**config.mk**
```make
export PLATFORM = sky130hd
export DESIGN_NAME = flash_program_param_check
export DESIGN_NICKNAME = d
export VERILOG_FILES = /design/src/flash_param_pkg.sv /design/src/dest_address_check.sv /design/src/flash_program_param_check.sv
export VERILOG_INCLUDE_DIRS = /design/src
export SDC_FILE = /design/constraint.sdc
export NUM_CORES = 1
export LEC_CHECK = 0
export BUFFER_PORTS_ARGS = -buffer_cell sky130_fd_sc_hd__buf_2
export CAP_MARGIN = 20
export CORE_MARGIN = 8
export CORE_UTILIZATION = 60
export CTS_BUF_LIST = sky130_fd_sc_hd__clkbuf_8
export CTS_CLUSTER_SIZE = 16
export DETAILED_ROUTE_END_ITERATION = 8
export PLACE_DENSITY = 0.88
export SYNTH_ARGS = -nofsm -noshare
export SYNTH_HDL_FRONTEND = slang
export SYNTH_SLANG_ARGS = --single-unit
```
**constraint.sdc**
```tcl
create_clock -name clock_i -period 10.2 [get_ports clock_i]
set_clock_uncertainty 0.1 [all_clocks]
set_input_delay 2.04 -clock clock_i [delete_from_list [all_inputs] [get_ports clock_i]]
set_output_delay 2.04 -clock clock_i [all_outputs]
set_load 0.02 [all_outputs]
```
**src/flash_param_params.svh**
```systemverilog
// constants for the flash programming parameter checker
// assumes inclusion from the package of this block
`ifndef FLASH_PARAM_PARAMS_SVH
`define FLASH_PARAM_PARAMS_SVH
`define KEY_MSB           31
`define KEY_LSB           16
`define FREQ_MSB          15
`define FREQ_LSB          0
`define BRANCH_KEY_ON     16'hAA55
`define BRANCH_KEY_OFF    16'h0000
`define FREQ_MIN_MHZ      8
`define FREQ_MAX_MHZ      40
`define FREQ_UNITS_PER_MHZ 100
`define FREQ_CODE_MIN     16'h0320
`define FREQ_CODE_MAX     16'h0FA0
`define ALIGN_LOW_BITS    7
`define UNIT_BYTES        128
`define FLASH_BASE        32'h0000_0000
`define FLASH_LIMIT       32'h0003_FFFF
`define RES_FAIL_BIT      0
`define RES_FREQ_BIT      1
`define RES_WA_BIT        7
`define RES_KEY_BIT       8
`define WORD_ADDR_STEP    32'h0000_0004
`endif

```
**src/flash_param_pkg.sv**
```systemverilog
// types shared by the flash programming parameter checker
// assumes the params header sits in the same folder
package flash_param_pkg;
  `include "flash_param_params.svh"
  typedef enum logic [1:0] {
    ST_IDLE  = 2'b00,
    ST_CHECK = 2'b01,
    ST_WRITE = 2'b11,
    ST_DONE  = 2'b10
  } seq_state_t;
endpackage : flash_param_pkg

```
**src/dest_address_check.sv**
```systemverilog
// range and alignment check of a programming destination address
// assumes a synchronous environment; result is registered
`timescale 1ns/100ps
module dest_address_check
  import flash_param_pkg::*;
(
  // clock and reset
  input  wire logic        clock_i,
  input  wire logic        rst_i,
  // address in
  input  wire logic [31:0] address_i,
  // verdict
  output logic             address_error_o
);
  typedef struct packed {
    logic err;
  } chk_state_t;
  chk_state_t st;
  chk_state_t next_st;

  // unit end must stay inside the array too
  function automatic logic bad_address(input logic [31:0] a);
    logic [32:0] last;
    last = {1'b0, a} + 33'(`UNIT_BYTES - 1);
    bad_address = (a < `FLASH_BASE) || (last > {1'b0, `FLASH_LIMIT})
                  || (a[`ALIGN_LOW_BITS-1:0] != 7'h00);
  endfunction : bad_address

  // combinational verdict
  always_comb begin
    next_st.err = bad_address(address_i);
  end

  // register verdict
  always_ff @(posedge clock_i) begin
    if (rst_i) begin
      st <= '0;
    end else begin
      st <= next_st;
    end
  end
  assign address_error_o = st.err;
endmodule : dest_address_check

```
**src/flash_program_param_check.sv**
```systemverilog
// parameter intake, validation and 128-byte write sequencing for flash programming
// assumes the cpu presents both parameter words with a start pulse and
// that the flash array accepts one byte per cycle while ready is high
//
// Operation
// - key AA55 enables branch, else 0000
// - low half is frequency in 0.01 MHz
// - full 32-bit word is destination start
// - out-of-flash destination sets address error
// - unaligned destination sets address error
// - each accepted operation writes 128 consecutive bytes, a rejected one writes none
// - destination bits 6 to 0 zero
`timescale 1ns/100ps
module flash_program_param_check
  import flash_param_pkg::*;
(
  // clock and reset
  input  wire logic        clock_i,
  input  wire logic        rst_i,
  // cpu parameter registers
  input  wire logic [31:0] cpu_general_reg_0_i,
  input  wire logic [31:0] cpu_general_reg_1_i,
  input  wire logic        start_i,
  // data byte source
  input  wire logic [7:0]  source_byte_i,
  // flash array side
  input  wire logic        flash_ready_i,
  output logic             flash_write_o,
  output logic [31:0]      flash_address_o,
  output logic [7:0]       flash_data_o,
  // result to cpu
  output logic [31:0]      program_result_word_o,
  output logic             user_branch_enable_o,
  output logic             busy_o,
  output logic             done_o
);
  typedef struct packed {
    seq_state_t  state;
    logic [31:0] program_erase_frequency_param;
    logic [31:0] program_destination_address_param;
    logic [6:0]  byte_count;
    logic        wr;
    logic [31:0] waddr;
    logic [7:0]  wdata;
    logic [31:0] result;
    logic        branch_en;
    logic        done;
    logic        busy;
  } core_state_t;
  core_state_t st;
  core_state_t next_st;
  logic        address_error;

  // checker is fed the next address, so its registered verdict is fresh in the check state
  dest_address_check u_addr_check (
    .clock_i         (clock_i),
    .rst_i           (rst_i),
    .address_i       (next_st.program_destination_address_param),
    .address_error_o (address_error)
  );

  logic [15:0] key_field;
  logic [15:0] frequency_code;
  logic        key_bad;
  logic        freq_bad;
  // key must be one of two legal values
  assign key_field      = st.program_erase_frequency_param[`KEY_MSB:`KEY_LSB];
  assign key_bad        = (key_field != `BRANCH_KEY_ON) && (key_field != `BRANCH_KEY_OFF);
  // 0.01 MHz units, range from the frequency limits
  assign frequency_code = st.program_erase_frequency_param[`FREQ_MSB:`FREQ_LSB];
  assign freq_bad       = (frequency_code < 16'(`FREQ_MIN_MHZ * `FREQ_UNITS_PER_MHZ))
                       || (frequency_code > 16'(`FREQ_MAX_MHZ * `FREQ_UNITS_PER_MHZ));

  // sequencer next state
  always_comb begin
    next_st      = st;
    next_st.done = 1'b0;
    next_st.wr   = 1'b0;
    unique case (st.state)
      ST_IDLE: begin
        if (start_i) begin
          next_st.program_erase_frequency_param     = cpu_general_reg_0_i;
          next_st.program_destination_address_param = cpu_general_reg_1_i;
          next_st.result                            = '0;
          next_st.state                             = ST_CHECK;
        end
      end
      ST_CHECK: begin
        // errors end the operation before any byte is written
        if (address_error || key_bad || freq_bad) begin
          next_st.result[`RES_WA_BIT]   = address_error;
          next_st.result[`RES_KEY_BIT]  = key_bad;
          next_st.result[`RES_FREQ_BIT] = freq_bad;
          next_st.result[`RES_FAIL_BIT] = 1'b1;
          next_st.state                 = ST_DONE;
        end else begin
          next_st.branch_en  = (key_field == `BRANCH_KEY_ON);
          next_st.byte_count = 7'h00;
          next_st.state      = ST_WRITE;
        end
      end
      ST_WRITE: begin
        // one byte per ready cycle, stalls while flash is busy
        if (flash_ready_i) begin
          next_st.wr         = 1'b1;
          next_st.waddr      = st.program_destination_address_param
                               + {25'h0, st.byte_count};
          next_st.wdata      = source_byte_i;
          next_st.byte_count = st.byte_count + 7'h01;
          if (st.byte_count == 7'h7F) begin
            next_st.state = ST_DONE;
          end
        end
      end
      ST_DONE: begin
        next_st.done  = 1'b1;
        next_st.state = ST_IDLE;
      end
    endcase
    // busy registered so the output comes straight from a flop
    next_st.busy = (next_st.state != ST_IDLE);
  end

  // state register
  always_ff @(posedge clock_i) begin
    if (rst_i) begin
      st <= '0;
    end else begin
      st <= next_st;
    end
  end

  assign flash_write_o         = st.wr;
  assign flash_address_o       = st.waddr;
  assign flash_data_o          = st.wdata;
  assign program_result_word_o = st.result;
  assign user_branch_enable_o  = st.branch_en;
  assign busy_o                = st.busy;
  assign done_o                = st.done;
endmodule : flash_program_param_check

```
### Word level (Yosys, flattened, before mapping)

Cells that the tools add are included.

* multiplexer cells: 15
* bitwise gates (word level): 2
* reductions and logical operators: 18
* eq/ne operators: 10
* magnitude comparators: 4
* $add $sub $neg: 3

Operators with widths (count)
* $mux W66: 1
* $mux W48: 1
* $add A32 B7 Y33 const B: 1
* $gt A33 B18 Y1 const B: 1
* $add A32 B7 Y32: 1
* $lt A32 B1 Y1 const B: 1
* $mux W32: 1
* $eq A16 B16 Y1 const B: 1
* $gt A16 B12 Y1 const B: 1
* $lt A16 B10 Y1 const B: 1
* $ne A16 B16 Y1 const B: 1
* $reduce_bool A16 Y1: 1
* $pmux W7 S2: 1
* $mux W9: 1
* $mux W2: 4
* $ne A2 B2 Y1 const B: 4
* $pmux W2 S2: 2
* $pmux W2 S4: 1
* $add A7 B1 Y7 const B: 1
* $eq A7 B7 Y1 const B: 1
* $mux W7: 1
* $reduce_bool A7 Y1: 1
* $reduce_and A2 Y1: 3
* $reduce_and A3 Y1: 2
* 9 further kinds: 18

* output and inout bits: 76
* bits of input ports: 76
* register bits: 122

### Depth between registers and ports, before layout

* word-level depth: 7
* depth in mapped cells: 13
* depth with buffers taken out: 10

### Cells and area by module

A second synthesis with hierarchy kept.

* cells, all modules: 805
* area, all modules: 6223.5 um^2

By module, submodules not included
* flash_program_param_check: area each 5854.4 um^2, cells an instance 751, instances 1
* dest_address_check: area each 369.1 um^2, cells an instance 54, instances 1

### Worst setup path before layout

No wires, ideal clock.

* kind: input port to flip-flop
* start point: input start_i
* end point: register u_addr_check.st, in the netlist u_addr_check.address_error_o
* path slack: 5.379 ns
* setup time: 0.133 ns
* arrival time: 4.589 ns
* cell stages on the path: 11
* data required time: 9.967 ns
* path through: nor3b_2 buf_2 buf_2 buf_1 mux2i_1 ha_1 o21a_1 or3_1 or3_1 a221oi_2 a31oi_1

* cells in the longest elaborated chain, start to end: 6

Ends and longest elaborated chain
* start, declared: RTL line flash_program_param_check.sv:23 `input wire logic start_i,`
* $mux W66 *: RTL line flash_program_param_check.sv:81 `if (start_i) begin`
* $mux W32 *: RTL line flash_program_param_check.sv:79 `unique case (st.state)`
* $add A32 B7 Y33: RTL line dest_address_check.sv:24 `` last = {1'b0, a} + 33'(`UNIT_BYTES - 1); ``
* $gt A33 B18 Y1: RTL line dest_address_check.sv:25 `` bad_address = (a < `FLASH_BASE) || (last > {1'b0, `FLASH_LIMIT}) ``
* $logic_or A1 B1 Y1: RTL line dest_address_check.sv:25
* $logic_or A1 B1 Y1 *: RTL line dest_address_check.sv:25
* end signal, assigned: RTL line dest_address_check.sv:39 `st <= next_st;`
* end, declared: RTL line dest_address_check.sv:18 `chk_state_t st;`

Mark *: on every way between the ends. The rest lies on a longest branch, timed or not.
A chain may end at the register's enable or synchronous reset.

### Final worst setup path

Same ends and word-level chain as after synthesis.

==> out/summary.txt <==
layout cell share with drive strength beyond 1 - 19.7%
period utilization - 47.7%
register area share after synthesis - 40.0%
cts hold-fix bufs - 0
placed standard-cell area - 6300 um2
drt initial violations - 395
post-CTS resize count - 0
status - finished clean
Max FO, Critical Path - 56
number of enable flip-flop cells after synthesis - 0
met3 wire len - 1110 um
FMAX - 0.206 GHz
Root Buffer - clkbuf_8
Slew @ Worst Pin - 0.869 ns
slowest CP cell - nor3b_4
Top Layer Used - met4
Synth area leaders - dfxtp_1 40%, nand2_1 9.6%, buf_4 8.9%
CP cell instances - buf_2 > nor3b_4 > buf_4 > mux2i_1 > ha_1 > o21a_1 > or3_1 > or3_1 > a221oi_2 > a31oi_1
Max stage delay on crit path - 0.69 ns
Max Cap Viol - 0
Hold Crit Start - flash_address_o[2]
CP dominant cell by count - or3_1
RSZ-0062 raised after global routing - false
Antenna Nets Post-Route - 0
Die H - 117 um
Post-Syn Area - 6100 um2
pin count of the biggest net entering global routing - 71
HP Class - flip-flop to flip-flop
Period minus WS final - 4.86 ns
Post-DP HPWL - 10000 um
die footprint - 13700 um2
DR vias/cell - 5.40
Min-Delay Endpoint - flash_address_o[2]
clock buffer count from CTS - 17
metal1 wirelength - 6010 um
Yosys warnings - 0
port bufs - 123
postcts setup bufs - 0
synthesized instance count - 773
cell family with most CP delay - simple AND/OR/NAND/NOR gates
Chip Width - 117 um
Worst-Skew Late Latency - 0.43 ns
Post-Layout Inst Area - 6710 um2
R2R Path End - u_addr_check.address_error_o
Worst Hold Depth - 2
Reg2Reg Launch Point - st[147]
Crit. End Element - flip-flop
syn_area_per_cell - 7.89 um2
worst path arrival time - 5.04 ns
most area-hungry cell type in the Yosys netlist - dfxtp_1
post-synth cell types - 54
Async SR Flop Fraction - 0%
worst path required time - 10.38 ns
CTS H-tree depth - 4
gr ovfl total - 0
Area Growth Syn to Fin - 9.88%
crit path buf inv count - 2
Worst IR Drop VDD - 128 uV
routed len/inst - 14.4 um
initial antenna violation count - 1
final setup vio count - 0
most frequent cell after synthesis - nand2_1
total leakage power - 2.74 nW
final RePlAce weighted congestion - 0.846
global-route usage over all layers - 20.7%
fin nets - 914
vias - 5285
power density over the cells - 158 nW/um2
WL final - 14100 um
synth cell count leaders - 156 x nand2_1, 122 x dfxtp_1, 81 x a21oi_1
Fin. Hold Viols - 0
CORE AREA - 10100 um2
Crit Path Category - primary input to flip-flop
worst relative slew slack - 41.9%
Ports - 152
setup TNS - 0 ns
Initial Util - 60.5%
DRC - 0
TritonCTS clock tree - yes
Total Power - 0.00106 W
Seq. cell area - 2440 um2
Worst Reg-to-Reg Cells - 9
vias in the first global route - 4811
First-pass DRT Iterations - 5
first-pass GRT wire length - 22500 um
Synth Flop Type - dfxtp_1
#FFs+latches synth - 122
Clock Tree Buf Depth - 2
CP startpoint kind - primary input
Max Slew Vio Count - 0
CTS sink cnt - 122
Filler Cells Inserted - 878
Clock Pin Slew Worst Setup and Hold Paths - 0.08 ns
row count - 37
Synth top area share - 40.0%
setup slack, reg-to-reg - 6.58 ns
wire length on met2 - 6730 um
area occupied by multi-input gates - 3010 um2
==> registers in the layout, indices dropped and copies added, names as in the netlist <==
| register | count |
|---|---|
| busy_o | 1 |
| done_o | 1 |
| flash_address_o | 32 |
| flash_data_o | 8 |
| flash_write_o | 1 |
| frequency_code | 16 |
| key_field | 16 |
| program_result_word_o | 4 |
| st | 41 |
| u_addr_check.address_error_o | 1 |
| user_branch_enable_o | 1 |
==> worst max-delay path by stage <==
stage | start | endpoint | slack (ns) | cells past startpoint
5_1_grt | start_i | u_addr_check.address_error_o | 5.10 | 10
2_1_floorplan | start_i | u_addr_check.address_error_o | 5.38 | 11
3_3_place_gp | start_i | u_addr_check.address_error_o | 4.97 | 10
3_5_place_dp | start_i | u_addr_check.address_error_o | 4.92 | 10
4_1_cts | start_i | u_addr_check.address_error_o | 5.34 | 10
6_report | start_i | u_addr_check.address_error_o | 5.34 | 10
==> routing by layer <==
metal	global-route usage, %	vias to the layer above
li1	-	2683
met1	26.3	2396
met2	33.3	186
met3	5.34	20
met4	7.34	0
met5	0	-
==> metrics by stage <==
stage / utilization [%] / hold slack [ns] / worst slack (ns) / cells
floorplan: - / 0.331 / 5.38 / 800
global placement: 62.4 / 0.338 / 4.97 / 945
detailed placement: 62.4 / 0.343 / 4.92 / 945
CTS: 66.4 / 0.353 / 5.34 / 977
global route: 66.4 / 0.369 / 5.10 / 978
finish: 66.4 / 0.351 / 5.34 / 978
==> cells in the final DEF, fill, tap and decap left out, types with 9 or more instances in the layout <==
cell type / synthesis / layout
a211oi_1: 24 / 24
nand3_1: 20 / 20
conb_1: 1 / 28
o21ai_0: 14 / 14
inv_1: 10 / 11
nor3_1: 14 / 14
mux2i_1: 11 / 11
xnor2_1: 12 / 12
or4_1: 12 / 12
buf_2: 2 / 122
ha_1: 9 / 9
and3_1: 11 / 10
nand4_1: 16 / 16
a21oi_1: 81 / 81
clkbuf_8: 0 / 17
xor2_1: 14 / 14
nor2_1: 59 / 59
nand2_1: 156 / 156
dfxtp_1: 122 / 122
==> worst reg2reg max path: stages, from the launching register on <==
cell and delay [ns]:
dfxtp_1 0.40, nor3b_4 0.74, buf_4 0.60, mux2i_1 0.23, ha_1 0.23, o21a_1 0.13
or3_1 0.33, or3_1 0.36, a221oi_2 0.24, a31oi_1 0.11
==> cell type report <==
class	count	area share, %
multi-input cells	551	44.9
well taps	136	2.54
clock buffers	17	3.49
flip-flops and latches	122	36.4
repair buffers	126	9.55
inverters	10	0.560
diodes	1	0.0373
clock inverters	15	2.48
==> kinds of logic (layout without fill, tap and decap cells) <==
family                     Yosys count  after routing  share of synthesized area, %
and+or+nand+nor                    318            318                          23.7
AOI/OAI and AO/OA                  156            156                          15.7
buffers and inverters              127            168                          12.4
DFF                                122            122                          40.0
xor gates and xnor gates            26             26                          3.73
muxes                               13             13                          2.17
adders and majority gates           10             10                          2.17
other                                1             29                        0.0615
==> where the power goes <==
| group | switching, W | internal, W | total, W |
|---|---|---|---|
| registers | 0.0000175 | 0.000496 | 0.000513 |
| clock network | 0.000207 | 0.000222 | 0.000429 |
| logic | 0.0000737 | 0.0000442 | 0.000118 |
Power figures use the tool's default switching activity.
